<file path="src/inc/srq_consts.svh">
// bit positions, reset values and field layouts of the status reporting block
// assumes inclusion by the package and the design file only
`ifndef SRQ_CONSTS_SVH
`define SRQ_CONSTS_SVH

`define RUN_BUSY_BIT       0
`define RUN_TRIG_WAIT_BIT  5
`define RUN_CONST_V_BIT    8
`define RUN_CONST_C_BIT    10

`define FLT_VOLT_TRIP_BIT  0
`define FLT_CURR_TRIP_BIT  1
`define FLT_OVER_TEMP_BIT  4
`define FLT_INHIBIT_BIT    9
`define FLT_UNREG_BIT      10

`define IEV_OPS_DONE_BIT   0
`define IEV_QUERY_BIT      2
`define IEV_DEVICE_BIT     3
`define IEV_PARAM_BIT      4
`define IEV_SYNTAX_BIT     5
`define IEV_POWERUP_BIT    7

`define STB_FAULT_BIT      3
`define STB_REPLY_BIT      4
`define STB_IFACE_BIT      5
`define STB_REQUEST_BIT    6
`define STB_RUN_BIT        7

`define GROUP_WIDTH        16
`define BYTE_WIDTH         8
`define RISE_PRESET_VAL    16'hffff
`define FALL_PRESET_VAL    16'h0000
`define MASK_PRESET_VAL    16'h0000
`define IEV_RESET_VAL      8'h80

`endif

</file>
<file path="src/inc/srq_pkg.sv">
// types shared by the status reporting block and its bench
// assumes srq_consts.svh is on the include path
`default_nettype none
`include "srq_consts.svh"

package srq_pkg;

	typedef enum logic [2:0] {
		CMD_NOP    = 3'h0,
		CMD_READ   = 3'h1,
		CMD_WRITE  = 3'h3,
		CMD_CLEAR  = 3'h2,
		CMD_PRESET = 3'h6,
		CMD_POLL   = 3'h7
	} cmd_kind_e;

	typedef enum logic [3:0] {
		REG_RUN_COND   = 4'h0,
		REG_RUN_RISE   = 4'h1,
		REG_RUN_FALL   = 4'h2,
		REG_RUN_EVENT  = 4'h3,
		REG_RUN_MASK   = 4'h4,
		REG_FLT_COND   = 4'h5,
		REG_FLT_RISE   = 4'h6,
		REG_FLT_FALL   = 4'h7,
		REG_FLT_EVENT  = 4'h8,
		REG_FLT_MASK   = 4'h9,
		REG_IEV_LATCH  = 4'ha,
		REG_IEV_MASK   = 4'hb,
		REG_SUMMARY    = 4'hc,
		REG_SRV_MASK   = 4'hd
	} reg_sel_e;

	typedef struct packed {
		cmd_kind_e                  kind;
		reg_sel_e                   target;
		logic [`GROUP_WIDTH-1:0]    data;
	} cmd_s;

	typedef struct packed {
		logic ops_done;
		logic query_fault;
		logic device_specific_fault;
		logic param_fault;
		logic syntax_fault;
	} iface_evt_s;

endpackage

`default_nettype wire

</file>
<file path="src/verilog/status_reporting_service_request.sv">
// status groups, interface event latch, summary byte and service request
// assumes commands come from a parser on clk_i; condition inputs are async pins
//
// Function
// condition registers mirror live monitored signals, read-only, never cleared
// event latch captures filtered transitions, cleared by read or clear-status
// run group filters and enable mask are readable and writable
// enabled run events ORed into summary bit 7
// enabled fault events ORed into summary bit 3
// run condition bits: 0 busy, 5 trigger wait, 8 const voltage, 10 const current
// fault bits: 0 voltage, 1 current, 4 temperature, 9 inhibit, 10 unregulated
// interface event bits: 0,2,3,4,5 faults and done, 7 power-up
// summary byte: 3 fault, 4 reply, 5 interface, 6 request, 7 run
// writing zero clears filters and masks; preset also clears fall filter
// interface event latch read-only, cleared by read or clear-status
// interface mask written by command; cleared at power-up only if flag is 1
// query returns live summary in bit 6, poll returns latched request
// requesting service drives request line and latches flag in bit 6
// serial poll reports latched flag then clears it, other bits untouched
// live summary is OR of summary bits enabled by service mask
// summary query clears nothing
// reading event register clears it and its summary bit falls
// request recurs while cause persists; controller disables via masks
// service mask selects summary bits; all-zero mask never requests
// reply bit 4 set while output queue holds an unread byte
// power-up or preset sets every rise filter bit to one
// rise filter catches 0 to 1, fall filter 1 to 0, sampled on clock
`default_nettype none
`include "srq_consts.svh"

module status_reporting_service_request #(
	parameter int GW = `GROUP_WIDTH
) (
	// clock and reset
	input  wire logic                        clk_i,
	input  wire logic                        rst_i,
	// monitored conditions, asynchronous
	input  wire logic [GW-1:0]               run_cond_i,
	input  wire logic [GW-1:0]               fault_cond_i,
	// interface events and queue state
	input  wire srq_pkg::iface_evt_s         iface_evt_i,
	input  wire logic                        reply_waiting_i,
	// power-up recall
	input  wire logic                        poweron_clear_flag_i,
	input  wire logic [`BYTE_WIDTH-1:0]      iface_mask_recall_i,
	input  wire logic [`BYTE_WIDTH-1:0]      service_mask_recall_i,
	// command port
	input  wire srq_pkg::cmd_s               cmd_i,
	output logic [GW-1:0]                    rdata_o,
	output logic                             rvalid_o,
	// bus request line
	output logic                             srq_o
);

	initial begin
		if (GW != `GROUP_WIDTH)
			$error("group width must be 16");
	end

	logic [GW-1:0]          run_meta_reg;
	logic [GW-1:0]          run_cond_reg;
	logic [GW-1:0]          run_prev_reg;
	logic [GW-1:0]          flt_meta_reg;
	logic [GW-1:0]          flt_cond_reg;
	logic [GW-1:0]          flt_prev_reg;
	logic [GW-1:0]          run_rise_reg;
	logic [GW-1:0]          run_fall_reg;
	logic [GW-1:0]          run_event_reg;
	logic [GW-1:0]          run_mask_reg;
	logic [GW-1:0]          flt_rise_reg;
	logic [GW-1:0]          flt_fall_reg;
	logic [GW-1:0]          flt_event_reg;
	logic [GW-1:0]          flt_mask_reg;
	logic [7:0]             iev_reg;
	logic [7:0]             iev_mask_reg;
	logic [7:0]             srv_mask_reg;
	logic                   rqs_reg;
	logic [7:0]             stb_base;
	logic                   live_request_summary;
	logic                   rd;
	logic                   wr;
	logic                   cls;
	logic                   pre;
	logic                   poll;
	logic [7:0]             iev_set;

	function automatic logic [GW-1:0] capture(
		input logic [GW-1:0] cur,
		input logic [GW-1:0] prev,
		input logic [GW-1:0] rise,
		input logic [GW-1:0] fall
	);
		capture = (cur & ~prev & rise) | (~cur & prev & fall);
	endfunction

	function automatic logic [GW-1:0] widen(input logic [7:0] b);
		widen = {{(GW-8){1'b0}}, b};
	endfunction

	assign rd   = (cmd_i.kind == srq_pkg::CMD_READ);
	assign wr   = (cmd_i.kind == srq_pkg::CMD_WRITE);
	assign cls  = (cmd_i.kind == srq_pkg::CMD_CLEAR);
	assign pre  = (cmd_i.kind == srq_pkg::CMD_PRESET);
	assign poll = (cmd_i.kind == srq_pkg::CMD_POLL);

	// two-stage synchronisers for the live conditions
	always_ff @(posedge clk_i) begin
		run_meta_reg <= run_cond_i;
		run_cond_reg <= run_meta_reg;
		flt_meta_reg <= fault_cond_i;
		flt_cond_reg <= flt_meta_reg;
	end

	// previous sample for edge detection
	always_ff @(posedge clk_i) begin
		if (rst_i) begin
			run_prev_reg <= '0;
			flt_prev_reg <= '0;
		end else begin
			run_prev_reg <= run_cond_reg;
			flt_prev_reg <= flt_cond_reg;
		end
	end

	// filters and enable masks of both groups
	always_ff @(posedge clk_i) begin
		if (rst_i || pre) begin
			run_rise_reg <= `RISE_PRESET_VAL;
			flt_rise_reg <= `RISE_PRESET_VAL;
			run_fall_reg <= `FALL_PRESET_VAL;
			flt_fall_reg <= `FALL_PRESET_VAL;
			run_mask_reg <= `MASK_PRESET_VAL;
			flt_mask_reg <= `MASK_PRESET_VAL;
		end else if (wr) begin
			if (cmd_i.target == srq_pkg::REG_RUN_RISE)
				run_rise_reg <= cmd_i.data;
			else if (cmd_i.target == srq_pkg::REG_RUN_FALL)
				run_fall_reg <= cmd_i.data;
			else if (cmd_i.target == srq_pkg::REG_RUN_MASK)
				run_mask_reg <= cmd_i.data;
			else if (cmd_i.target == srq_pkg::REG_FLT_RISE)
				flt_rise_reg <= cmd_i.data;
			else if (cmd_i.target == srq_pkg::REG_FLT_FALL)
				flt_fall_reg <= cmd_i.data;
			else if (cmd_i.target == srq_pkg::REG_FLT_MASK)
				flt_mask_reg <= cmd_i.data;
		end
	end

	// event latches; a new event wins over the clearing read
	always_ff @(posedge clk_i) begin
		if (rst_i) begin
			run_event_reg <= '0;
			flt_event_reg <= '0;
		end else begin
			run_event_reg <= ((cls || (rd && cmd_i.target == srq_pkg::REG_RUN_EVENT)) ? '0 : run_event_reg)
				| capture(run_cond_reg, run_prev_reg, run_rise_reg, run_fall_reg);
			flt_event_reg <= ((cls || (rd && cmd_i.target == srq_pkg::REG_FLT_EVENT)) ? '0 : flt_event_reg)
				| capture(flt_cond_reg, flt_prev_reg, flt_rise_reg, flt_fall_reg);
		end
	end

	// interface event latch
	always_comb begin
		iev_set = '0;
		iev_set[`IEV_OPS_DONE_BIT] = iface_evt_i.ops_done;
		iev_set[`IEV_QUERY_BIT]    = iface_evt_i.query_fault;
		iev_set[`IEV_DEVICE_BIT]   = iface_evt_i.device_specific_fault;
		iev_set[`IEV_PARAM_BIT]    = iface_evt_i.param_fault;
		iev_set[`IEV_SYNTAX_BIT]   = iface_evt_i.syntax_fault;
	end

	always_ff @(posedge clk_i) begin
		if (rst_i)
			iev_reg <= `IEV_RESET_VAL;
		else
			iev_reg <= ((cls || (rd && cmd_i.target == srq_pkg::REG_IEV_LATCH)) ? 8'h00 : iev_reg)
				| iev_set;
	end

	// interface mask and service mask
	always_ff @(posedge clk_i) begin
		if (rst_i) begin
			if (poweron_clear_flag_i) begin
				iev_mask_reg <= 8'h00;
				srv_mask_reg <= 8'h00;
			end else begin
				iev_mask_reg <= iface_mask_recall_i;
				srv_mask_reg <= service_mask_recall_i;
			end
		end else if (wr && cmd_i.target == srq_pkg::REG_IEV_MASK) begin
			iev_mask_reg <= cmd_i.data[7:0];
		end else if (wr && cmd_i.target == srq_pkg::REG_SRV_MASK) begin
			srv_mask_reg <= cmd_i.data[7:0];
		end
	end

	// summary byte without bit 6
	always_comb begin
		stb_base = '0;
		stb_base[`STB_FAULT_BIT] = |(flt_event_reg & flt_mask_reg);
		stb_base[`STB_REPLY_BIT] = reply_waiting_i;
		stb_base[`STB_IFACE_BIT] = |(iev_reg & iev_mask_reg);
		stb_base[`STB_RUN_BIT]   = |(run_event_reg & run_mask_reg);
	end

	assign live_request_summary = |(stb_base & srv_mask_reg);

	// latched request: poll clears it, a persisting cause sets it again
	always_ff @(posedge clk_i) begin
		if (rst_i)
			rqs_reg <= 1'b0;
		else if (poll)
			rqs_reg <= 1'b0;
		else if (live_request_summary)
			rqs_reg <= 1'b1;
	end

	assign srq_o = rqs_reg;

	// read data
	always_ff @(posedge clk_i) begin
		if (rst_i) begin
			rdata_o  <= '0;
			rvalid_o <= 1'b0;
		end else begin
			rvalid_o <= rd || poll;
			if (poll) begin
				rdata_o <= widen(stb_base | {1'b0, rqs_reg, 6'h00});
			end else if (rd) begin
				if (cmd_i.target == srq_pkg::REG_RUN_COND)
					rdata_o <= run_cond_reg;
				else if (cmd_i.target == srq_pkg::REG_RUN_RISE)
					rdata_o <= run_rise_reg;
				else if (cmd_i.target == srq_pkg::REG_RUN_FALL)
					rdata_o <= run_fall_reg;
				else if (cmd_i.target == srq_pkg::REG_RUN_EVENT)
					rdata_o <= run_event_reg;
				else if (cmd_i.target == srq_pkg::REG_RUN_MASK)
					rdata_o <= run_mask_reg;
				else if (cmd_i.target == srq_pkg::REG_FLT_COND)
					rdata_o <= flt_cond_reg;
				else if (cmd_i.target == srq_pkg::REG_FLT_RISE)
					rdata_o <= flt_rise_reg;
				else if (cmd_i.target == srq_pkg::REG_FLT_FALL)
					rdata_o <= flt_fall_reg;
				else if (cmd_i.target == srq_pkg::REG_FLT_EVENT)
					rdata_o <= flt_event_reg;
				else if (cmd_i.target == srq_pkg::REG_FLT_MASK)
					rdata_o <= flt_mask_reg;
				else if (cmd_i.target == srq_pkg::REG_IEV_LATCH)
					rdata_o <= widen(iev_reg);
				else if (cmd_i.target == srq_pkg::REG_IEV_MASK)
					rdata_o <= widen(iev_mask_reg);
				else if (cmd_i.target == srq_pkg::REG_SUMMARY)
					rdata_o <= widen(stb_base | {1'b0, live_request_summary, 6'h00});
				else if (cmd_i.target == srq_pkg::REG_SRV_MASK)
					rdata_o <= widen(srv_mask_reg);
				else
					rdata_o <= '0;
			end
		end
	end
endmodule

`default_nettype wire
</file>
<file path="config.mk">
export PLATFORM = sky130hd
export DESIGN_NAME = status_reporting_service_request
export DESIGN_NICKNAME = d
export VERILOG_FILES = /design/src/inc/srq_pkg.sv /design/src/verilog/status_reporting_service_request.sv
export VERILOG_INCLUDE_DIRS = /design/src /design/src/inc
export SDC_FILE = /design/constraint.sdc
export NUM_CORES = 1
export LEC_CHECK = 0
export BUFFER_PORTS_ARGS = -buffer_cell sky130_fd_sc_hd__buf_2
export CAP_MARGIN = 0
export CORE_MARGIN = 10
export CORE_UTILIZATION = 52
export CTS_CLUSTER_SIZE = 14
export DETAILED_ROUTE_END_ITERATION = 12
export GPL_ROUTABILITY_DRIVEN = 0
export GPL_TIMING_DRIVEN = 0
export PLACE_DENSITY = 0.81
export REMOVE_ABC_BUFFERS = 1
export SLEW_MARGIN = 20
export SYNTH_ARGS = -nofsm -noshare
export SYNTH_HDL_FRONTEND = slang
export SYNTH_SLANG_ARGS = --single-unit
</file>
<file path="constraint.sdc">
create_clock -name clk_i -period 2.9 [get_ports clk_i]
set_input_delay 0.58 -clock clk_i [delete_from_list [all_inputs] [get_ports clk_i]]
set_output_delay 0.58 -clock clk_i [all_outputs]
set_load 0.03 [all_outputs]
</file>
==> results of run 1 <==
-- report_power, final --
part	leakage, uW	total (uW)	internal, uW	switching [uW]
Combinational	0.00226	719	259	461
Clock	0.000478	3760	2270	1490
Sequential	0.00220	3930	3820	113
-- timing repair --
item | 4_1_cts | 5_1_grt
endpoints found under the hold margin | 0 | 0
endpoints found under the setup margin | 0 | 39
setup buffers | 0 | 0
gates resized for setup | 0 | 2
-- layout by cell type, fill, tap and decap left out, types with 8 or more instances in the layout --
cell and count:
nand2_1 265, dfxtp_1 248, a21oi_1 129, buf_2 94, o21ai_0 62, nor2b_1 53, nor2_1 51, nand3_1 45
nand3b_1 40, clkbuf_16 28, a22oi_1 25, a21o_1 18, edfxtp_1 16, a22o_1 13, mux2i_1 12, nand2b_1 11
a221oi_1 10, inv_1 8, clkinv_2 8
-- metal layers --
| metal | global-route usage, % | wire, um |
|---|---|---|
| met4 | 13.41 | 2057 |
| met1 | 30.65 | 13150 |
| met3 | 6.472 | 4498 |
| met5 | 0 | 21 |
| met2 | 36.56 | 14460 |
-- cell type report --
cell class	instances	share of cell area [%]
Sequential cell	264	43.86
Timing Repair Buffer	101	4.566
Multi-Input combinational cell	882	40.68
Clock inverter	20	1.975
Clock buffer	32	5.926
Inverter	9	0.2721
Tap cell	270	2.721
-- cells by family after synthesis --
group / Yosys count
mux: 24
flops: 264
buf+inv: 91
simple gates: 512
compound gates: 346
-- stage by stage --
step	worst slack [ps]	utilization, %	area, um^2
final	42.54	60.96	12410
after floorplan	649.1	-	10470
after CTS	6.316	60.86	12390
after global routing	50.76	60.96	12410
after detailed placement	-513.3	56.05	11410
after global placement	-2137	55.46	11290
-- how the worst min path moves through the flow --
stage	startpoint	end	slack, ps	cells past startpoint
after floorplan	flt_meta_reg[0]$_DFF_P_	flt_cond_reg[0]$_DFF_P_	310	0
after global placement	run_meta_reg[13]$_DFF_P_	run_cond_reg[13]$_DFF_P_	310	0
after detailed placement	flt_meta_reg[11]$_DFF_P_	flt_cond_reg[11]$_DFF_P_	310	0
after CTS	run_cond_i[12]	run_meta_reg[12]$_DFF_P_	120	1
after global routing	run_cond_i[9]	run_meta_reg[9]$_DFF_P_	120	1
final	run_cond_i[11]	run_meta_reg[11]$_DFF_P_	130	1
-- synth_stat cells (all sizes together) (3+ instances only) --
cell type	count	area [um^2]
and3b	5	43.79
o21ai	66	330.3
a21o	18	135.1
a31oi	5	31.28
a221oi	10	87.58
a22oi	25	187.7
o221a	3	33.78
a311oi	4	35.03
a21oi	130	650.6
nor2b	58	365.3
mux2	5	56.30
a21boi	3	22.52
nor3	4	20.02
clkbuf	41	153.9
a32oi	5	43.79
and3	4	25.02
mux2i	12	120.1
nand3b	40	300.3
o2bb2ai	7	61.31
a222oi	4	40.04
mux4	7	157.7
dfxtp	248	4965
a32o	7	70.07
o211ai	7	52.55
nor2	57	231.5
nor4	3	25.02
nand2b	11	68.82
nand2	267	1005
nand3	46	230.2
a221o	3	30.03
edfxtp	16	480.5
or2	4	25.02
a211oi	6	45.04
o221ai	3	26.28
o211a	3	30.03
inv	8	30.03
o22ai	7	43.79
a22o	13	113.9
buf	41	225.2
==> impl_metrics.env, run 1 <==
export IMPL_status="completed"
export IMPL_p_total_uw=8412
export IMPL_initial_core_util_pct=53.28
export IMPL_power_leakage_uw=0.004942
export IMPL_root_buffer="clkbuf_16"
export IMPL_synth_async_sr_flop_share_pct=0
export IMPL_rsz0062_at_grt="false"
export IMPL_grt_overflow=0
export IMPL_powerDensity_nw_per_um2=677.6
export IMPL_fillCellCount=1723
export IMPL_ys_types=71
export IMPL_setup_viol=0
export IMPL_multi_input_area_um2=5050
export IMPL_grt_max_degree=74
export IMPL_syn_area_um2=10850
export IMPL_nNetsFinal=1366
export IMPL_register_area_um2=5445
export IMPL_synthFlopType="dfxtp_1"
export IMPL_period_needed_ps=2857
export IMPL_cpLargestDelayFamily="simple AND/OR/NAND/NOR gates"
export IMPL_reg2reg_to="rdata_o[6]$_SDFFE_PP0P_"
export IMPL_core_um2=20360
export IMPL_netlist_instances=1237
export IMPL_slew_headroom_pct=33.22
export IMPL_finalSetupTns_ps=0
export IMPL_h_tree_depth=1
export IMPL_fp_dieH_um=164.5
export IMPL_r2r_start="flt_mask_reg[4]$_SDFFE_PP0P_"
export IMPL_area_growth_pct=14.41
export IMPL_synth_top_family_by_area="simple AND/OR/NAND/NOR gates"
export IMPL_crit_start="cmd_i[16]"
export IMPL_cpMostUsedCell="nand2_1"
export IMPL_arrival_ps=3330
export IMPL_cap_violations=0
export IMPL_clkLatencyLatePin_ps=550
export IMPL_die_area_um2=27040
export IMPL_slew_violations=0
export IMPL_die_w_um=164.5
export IMPL_io_buffer_count=97
export IMPL_synth_fa_ha_area_share_pct=0
export IMPL_cp_depth=6
export IMPL_ant_nets=0
export IMPL_routed_wl_mm=34.18
export IMPL_fmax_mhz=350.0
export IMPL_peakVddDrop_mv=0.4825
export IMPL_max_stage_delay_ps=810
export IMPL_fin_cells=1578
export IMPL_min_path_type="in2reg"
export IMPL_grt_first_pass_wirelength_mm=51.77
export IMPL_synth_mux_area_share_pct=3.079
export IMPL_clock_sinks=264
export IMPL_drive_gt1_share_pct=14.30
export IMPL_cp_max_fo=73
export IMPL_path_cells="buf_4 > nor2b_2 > nand2_1 > nor2_2 > nand2_1 > nand3_1"
export IMPL_track_usage_pct=24.11
export IMPL_synth_edf_count=16
export IMPL_fin_skew_ps=12.39
export IMPL_wl_per_cell_um=21.66
export IMPL_drt_first_pass_iters=6
export IMPL_num_rows=52
export IMPL_clkTransAtPathRegs_ps=60
export IMPL_critPathKind="in2reg"
export IMPL_r2r_cells=5
export IMPL_r2r_slack_ps=830
export IMPL_cts_tree="built"
export IMPL_synth_seq_cells=264
export IMPL_synthSimpleGateAreaFrac_pct=22.50
export IMPL_antenna_cells=0
export IMPL_ys_warn_count=0
export IMPL_hold_buffers=0
export IMPL_required_ps=3380
export IMPL_post_route_period_util_pct=98.53
export IMPL_critPathBufInv=1
export IMPL_cp_slowest_cell="nor2_2"
export IMPL_dp_final_hpwl_mm=22.24
export IMPL_tightestPinTransition_ps=998.1
export IMPL_synth_xor_area_share_pct=0
export IMPL_crit_end="run_rise_reg[7]$_SDFFE_PP1P_"
export IMPL_grt_pass1_vias=9535
export IMPL_max_clock_path_buffers=3
export IMPL_antenna_found_initial=2
export IMPL_cp_start_kind="input pin"
export IMPL_holdWs_ps=127.5
export IMPL_cp_end_kind="flop"
export IMPL_dp_cells=1526
export IMPL_num_io_pins=98
export IMPL_avgSynthCellArea_um2=8.772
export IMPL_vias=9993
export IMPL_cts_buffers=28
export IMPL_vias_per_cell=6.333
export IMPL_hold_viol_final=0
export IMPL_synth_seq_area_share_pct=50.18
export IMPL_drtIter0Drc=1402
export IMPL_synth_compound_area_share_pct=20.43
export IMPL_drc=0
(Power assumes the default switching activity.)
==> run 2: changes to the inputs <==
--- a/config.mk
+++ b/config.mk
@@ -15,7 +15,6 @@
 export GPL_ROUTABILITY_DRIVEN = 0
 export GPL_TIMING_DRIVEN = 0
-export PLACE_DENSITY = 0.81
+export PLACE_DENSITY = 0.69
 export REMOVE_ABC_BUFFERS = 1
-export SLEW_MARGIN = 20
 export SYNTH_ARGS = -nofsm -noshare
 export SYNTH_HDL_FRONTEND = slang
==> constraint.sdc (replaced) <==
create_clock -name clk_i -period 2.9 [get_ports clk_i]
set_input_delay 0.58 -clock clk_i [delete_from_list [all_inputs] [get_ports clk_i]]
set_output_delay 0.58 -clock clk_i [all_outputs]
set_load 0.02 [all_outputs]
==> run 2 against run 1 <==
Against the previous run: first-iteration DRC count decreased by 13%; final area about the same; maximum frequency increased by 2.1%; global-route usage increased by 0.79 points; via count decreased by 2.8%; routed wire length increased by 1.2%; worst setup slack improved by 58 ps; die area unchanged; utilization about the same; critical endpoint is now rdata_o[2]$_SDFFE_PP0P_; largest cell class unchanged; largest power group unchanged.
==> impl_metrics.env, run 2 (synthesized netlist as in run 1, its figures left out) <==
export IMPL_critPathBufInv=1
export IMPL_grt_pass1_vias=9234
export IMPL_routed_wl_mm=34.58
export IMPL_vias_per_cell=6.142
export IMPL_root_buffer="clkbuf_16"
export IMPL_clkTransAtPathRegs_ps=70
export IMPL_io_buffer_count=97
export IMPL_fillCellCount=1751
export IMPL_post_place_ws_ps=-974.4
export IMPL_grt_max_degree=75
export IMPL_p_total_uw=8323
export IMPL_die_w_um=164.5
export IMPL_drive_gt1_share_pct=13.81
export IMPL_num_io_pins=98
export IMPL_slew_violations=0
export IMPL_cp_depth=6
export IMPL_p_sw_uw=2031
export IMPL_crit_start="cmd_i[17]"
export IMPL_period_needed_ps=2800
export IMPL_cap_violations=0
export IMPL_powerDensity_nw_per_um2=670.3
export IMPL_cp_max_fo=68
export IMPL_path_cells="buf_4 > and2b_1 > a221oi_1 > a311oi_1 > o22ai_1 > a32o_1"
export IMPL_required_ps=3340
export IMPL_post_route_period_util_pct=96.54
export IMPL_cp_slowest_cell="and2b_1"
export IMPL_p_clk_share_pct=44.1
export IMPL_r2r_slack_ps=810
export IMPL_mostFrequentLayoutCells="nand2_1, dfxtp_1, a21oi_1"
export IMPL_drtIter0Drc=1220
export IMPL_track_usage_pct=24.91
export IMPL_antenna_cells=0
export IMPL_h_tree_depth=1
export IMPL_hold_buffers=0
export IMPL_max_stage_delay_ps=700
export IMPL_clkLatencyLatePin_ps=540
export IMPL_cts_tree="built"
export IMPL_min_path_type="in2reg"
export IMPL_reg2reg_to="rdata_o[3]$_SDFFE_PP0P_"
export IMPL_fin_util_pct=60.97
export IMPL_antenna_found_initial=2
export IMPL_max_clock_path_buffers=3
export IMPL_nNetsFinal=1370
export IMPL_dp_final_hpwl_mm=22.98
export IMPL_cp_start_kind="input pin"
export IMPL_p_int_uw=6292
export IMPL_r2r_start="flt_mask_reg[4]$_SDFFE_PP0P_"
export IMPL_critPathKind="in2reg"
export IMPL_vias=9711
export IMPL_clock_sinks=264
export IMPL_setup_slack_ps=100.3
export IMPL_drc=0
export IMPL_slew_headroom_pct=12.92
export IMPL_r2r_cells=5
export IMPL_grt_first_pass_wirelength_mm=52.99
export IMPL_crit_end="rdata_o[2]$_SDFFE_PP0P_"
export IMPL_wl_per_cell_um=21.87
export IMPL_arrival_ps=3240
export IMPL_rsz0062_at_grt="false"
export IMPL_drt_first_pass_iters=6
export IMPL_fmax_mhz=357.2
export IMPL_tightestPinTransition_ps=1301
export IMPL_p_sw_share_pct=24.40
export IMPL_initial_core_util_pct=53.28
export IMPL_fin_skew_ps=13.87
export IMPL_area_growth_pct=14.44
export IMPL_cpLargestDelayFamily="compound AO/OA/AOI/OAI gates"
export IMPL_ant_nets=0
export IMPL_final_common_cell="nand2_1"
export IMPL_cp_end_kind="flop"
export IMPL_grt_overflow=0
export IMPL_fp_dieH_um=164.5
export IMPL_cts_buffers=27
export IMPL_num_rows=52
export IMPL_peakVddDrop_mv=0.4895
export IMPL_core_um2=20360
export IMPL_pwr_share_seq_pct=47.3
export IMPL_hold_viol_final=0
export IMPL_p_comb_share_pct=8.6
export IMPL_status="completed"
export IMPL_setup_viol=0
export IMPL_die_area_um2=27040
export IMPL_power_leakage_uw=0.004948
-- run 2: worst min-delay path by stage --
stage / startpoint / to / slack, ps / cells past startpoint
floorplan: flt_meta_reg[0]$_DFF_P_ / flt_cond_reg[0]$_DFF_P_ / 310 / 0
CTS: fault_cond_i[3] / flt_meta_reg[3]$_DFF_P_ / 120 / 1
global placement: flt_meta_reg[8]$_DFF_P_ / flt_cond_reg[8]$_DFF_P_ / 310 / 0
global route: fault_cond_i[10] / flt_meta_reg[10]$_DFF_P_ / 120 / 1
detailed placement: flt_meta_reg[11]$_DFF_P_ / flt_cond_reg[11]$_DFF_P_ / 310 / 0
finish: fault_cond_i[3] / flt_meta_reg[3]$_DFF_P_ / 130 / 1
-- run 2: repair_timing --
item / 4_1_cts / 5_1_grt
setup endpoints to repair: 101 / 53
resized for setup: 1 / 4
setup buffers: 2 / 0
-- run 2: per-stage QoR --
| step | setup TNS [ps] | instance area [um^2] | hold slack [ps] | cells |
|---|---|---|---|---|
| detailed placement | -109130 | 11440 | 312.1 | 1529 |
| finish | 0 | 12420 | 130.8 | 1581 |
| CTS | 0 | 12400 | 118.7 | 1581 |
| floorplan | 0 | 10470 | 309.6 | 1155 |
| global route | 0 | 12420 | 124.5 | 1581 |
| global placement | -267660 | 11290 | 310.1 | 1522 |
-- run 2: metal layers --
| metal | routed length [um] | up-vias | GRT usage, % |
|---|---|---|---|
| met1 | 14370 | 4532 | 33.76 |
| met2 | 14830 | 565 | 37.73 |
| li1 | - | 4489 | - |
| met3 | 3720 | 121 | 5.228 |
| met4 | 1634 | 4 | 10.83 |
| met5 | 21 | - | 0 |
-- run 2: cell type report --
cell class	count	area (um^2)	share of cell area [%]
Timing Repair Buffer	106	631.9	5.089
Inverter	9	33.78	0.2721
Sequential cell	264	5445	43.85
Clock inverter	11	171.4	1.380
Clock buffer	39	770.7	6.207
Multi-Input combinational cell	882	5026	40.48
Tap cell	270	337.8	2.721
-- run 2: power by group through the flow --
stage          combinational [uW]  sequential, uW  clock [uW]
5_1_grt                       767            3950        3860
2_1_floorplan                 349            3980           0
3_3_place_gp                  666            4010           0
6_report                      716            3930        3670
4_1_cts                       702            3930        3700
3_5_place_dp                  696            4010           0
-- run 2: worst register-to-register path, cell delays in order, from the launching register on --
cell and delay [ps]:
dfxtp_1 360, a22oi_1 260, nand2_1 110, nor4_1 670, o221ai_1 280, a32o_1 310
==> run 3: changes to the inputs <==
PLACE_DENSITY = 0.73   (was 0.69)
==> run 3 against run 2 <==
Against the previous run: largest power group unchanged; utilization down 0.69 points; critical path depth up 1; first-iteration DRC count up 11%; via count up 1.1%; final area down 1.1%; the run now ends with negative setup slack left; die area unchanged; worst hold slack better by 6.6 ps; non-clock buffer count down 4; clock skew up 5.9 ps; sequential share of layout area up 0.51 points; clock power down 10%; sequential cell count unchanged.
==> impl_metrics.env, run 3 (synthesized netlist as in run 1, its figures left out) <==
export IMPL_status="finished with violations"
export IMPL_violations="negative setup slack"
export IMPL_core_um2=20360
export IMPL_register_area_um2=5445
export IMPL_cap_violations=0
export IMPL_fillCellCount=1778
export IMPL_num_rows=52
export IMPL_finalSetupTns_ps=-18.19
export IMPL_wl_per_cell_um=21.99
export IMPL_arrival_ps=3350
export IMPL_crit_start="cmd_i[16]"
export IMPL_p_total_uw=7948
export IMPL_root_buffer="clkbuf_16"
export IMPL_reg2reg_to="rdata_o[3]$_SDFFE_PP0P_"
export IMPL_multi_input_area_um2=5035
export IMPL_power_leakage_uw=0.004885
export IMPL_track_usage_pct=24.74
export IMPL_fp_dieH_um=164.5
export IMPL_slew_violations=0
export IMPL_cts_tree="built"
export IMPL_cts_buffers=27
export IMPL_tightestPinTransition_ps=1398
export IMPL_clock_sinks=264
export IMPL_powerDensity_nw_per_um2=647.5
export IMPL_p_int_uw=5998
export IMPL_fin_skew_ps=19.78
export IMPL_vias=9818
export IMPL_dp_final_hpwl_mm=22.81
export IMPL_area_growth_pct=13.13
export IMPL_antenna_cells=0
export IMPL_h_tree_depth=1
export IMPL_p_comb_share_pct=9.0
export IMPL_grt_max_degree=69
export IMPL_grt_overflow=0
export IMPL_holdWs_ps=137.4
export IMPL_max_clock_path_buffers=3
export IMPL_p_clk_share_pct=41.5
export IMPL_setup_viol=4
export IMPL_fmax_mhz=343.8
export IMPL_r2r_slack_ps=820
export IMPL_num_io_pins=98
export IMPL_hold_start="fault_cond_i[0]"
export IMPL_r2r_start="flt_mask_reg[4]$_SDFFE_PP0P_"
export IMPL_min_path_type="in2reg"
export IMPL_drt_first_pass_iters=8
export IMPL_grt_first_pass_wirelength_mm=52.85
export IMPL_grt_pass1_vias=9299
export IMPL_vias_per_cell=6.242
export IMPL_final_common_cell="nand2_1"
export IMPL_cp_start_kind="input pin"
export IMPL_critPathKind="in2reg"
export IMPL_drive_gt1_share_pct=13.43
export IMPL_post_route_period_util_pct=100.3
export IMPL_drc=0
export IMPL_pwr_share_seq_pct=49.5
export IMPL_antenna_found_initial=1
export IMPL_peakVddDrop_mv=0.5067
export IMPL_drtIter0Drc=1357
export IMPL_hold_viol_final=0
export IMPL_clkTransAtPathRegs_ps=60
export IMPL_setup_slack_ps=-8.526
export IMPL_hold_end="flt_meta_reg[0]$_DFF_P_"
export IMPL_die_area_um2=27040
export IMPL_nNetsFinal=1366
export IMPL_rsz0062_at_grt="true"
export IMPL_cp_end_kind="flop"
export IMPL_cts_setup_buffers=0
export IMPL_slew_headroom_pct=6.381
export IMPL_io_buffer_count=97
export IMPL_p_sw_uw=1951
export IMPL_hold_path_depth=1
export IMPL_die_w_um=164.5
export IMPL_required_ps=3340
export IMPL_period_needed_ps=2909
export IMPL_initial_core_util_pct=53.28
export IMPL_r2r_cells=5
export IMPL_cp_max_fo=46
export IMPL_p_sw_share_pct=24.54
export IMPL_mostFrequentLayoutCells="nand2_1, dfxtp_1, a21oi_1"
export IMPL_ant_nets=0
export IMPL_routed_wl_mm=34.60
export IMPL_clkLatencyLatePin_ps=540
run 3: worst max path at each step:
stage / end / slack, ps / depth (start not counted)
6_report: flt_mask_reg[12]$_SDFFE_PP0P_ / -9 / 7
5_1_grt: flt_mask_reg[5]$_SDFFE_PP0P_ / -130 / 7
4_1_cts: srv_mask_reg[1]$_DFFE_PP_ / 50 / 5
3_5_place_dp: run_rise_reg[11]$_SDFFE_PP1P_ / -1090 / 7
3_3_place_gp: flt_fall_reg[2]$_SDFFE_PP0P_ / -2190 / 4
2_1_floorplan: flt_rise_reg[10]$_SDFFE_PP1P_ / 650 / 3
run 3: layer usage:
metal  track usage (%)  share of wire, %
met1             32.97                40
met2             37.29                43
met3             5.502                12
met4             12.12               5.5
met5                 0                 0
run 3: timing repair:
item	in CTS	in global routing
hold endpoints to repair	0	0
hold buffers	0	0
endpoints found under the setup margin	105	40
pin swaps	0	0
gates resized for setup	4	2
run 3: stage by stage:
step                worst slack (ps)  std cells  util, %  instance area [um^2]
detailed placement             -1090       1527    56.08                 11420
floorplan                      649.1       1155        -                 10470
finish                        -8.526       1573    60.28                 12280
global placement               -2191       1522    55.46                 11290
global route                  -126.5       1573    60.28                 12280
CTS                            48.81       1573    60.21                 12260
run 3: power by group through the flow:
stage,sequential [uW],clock [uW],combinational (uW)
global placement,4000,0,663
CTS,3930,3330,697
global route,3950,3480,766
floorplan,3980,0,349
finish,3930,3300,718
detailed placement,4010,0,692
run 3: cell type report:
class | count | share of cell area [%]
Inverter | 9 | 0.2752
Clock inverter | 7 | 0.4892
Sequential cell | 264 | 44.36
Multi-Input combinational cell | 882 | 41.02
Clock buffer | 39 | 6.279
Timing Repair Buffer | 102 | 4.831
Tap cell | 270 | 2.752
run 3: worst max-delay path: stages:
cell	delay (ps)
buf_2	480
buf_12	320
nor2b_2	640
nand2_1	290
nor2_2	710
nand2_1	110
a21oi_1	150
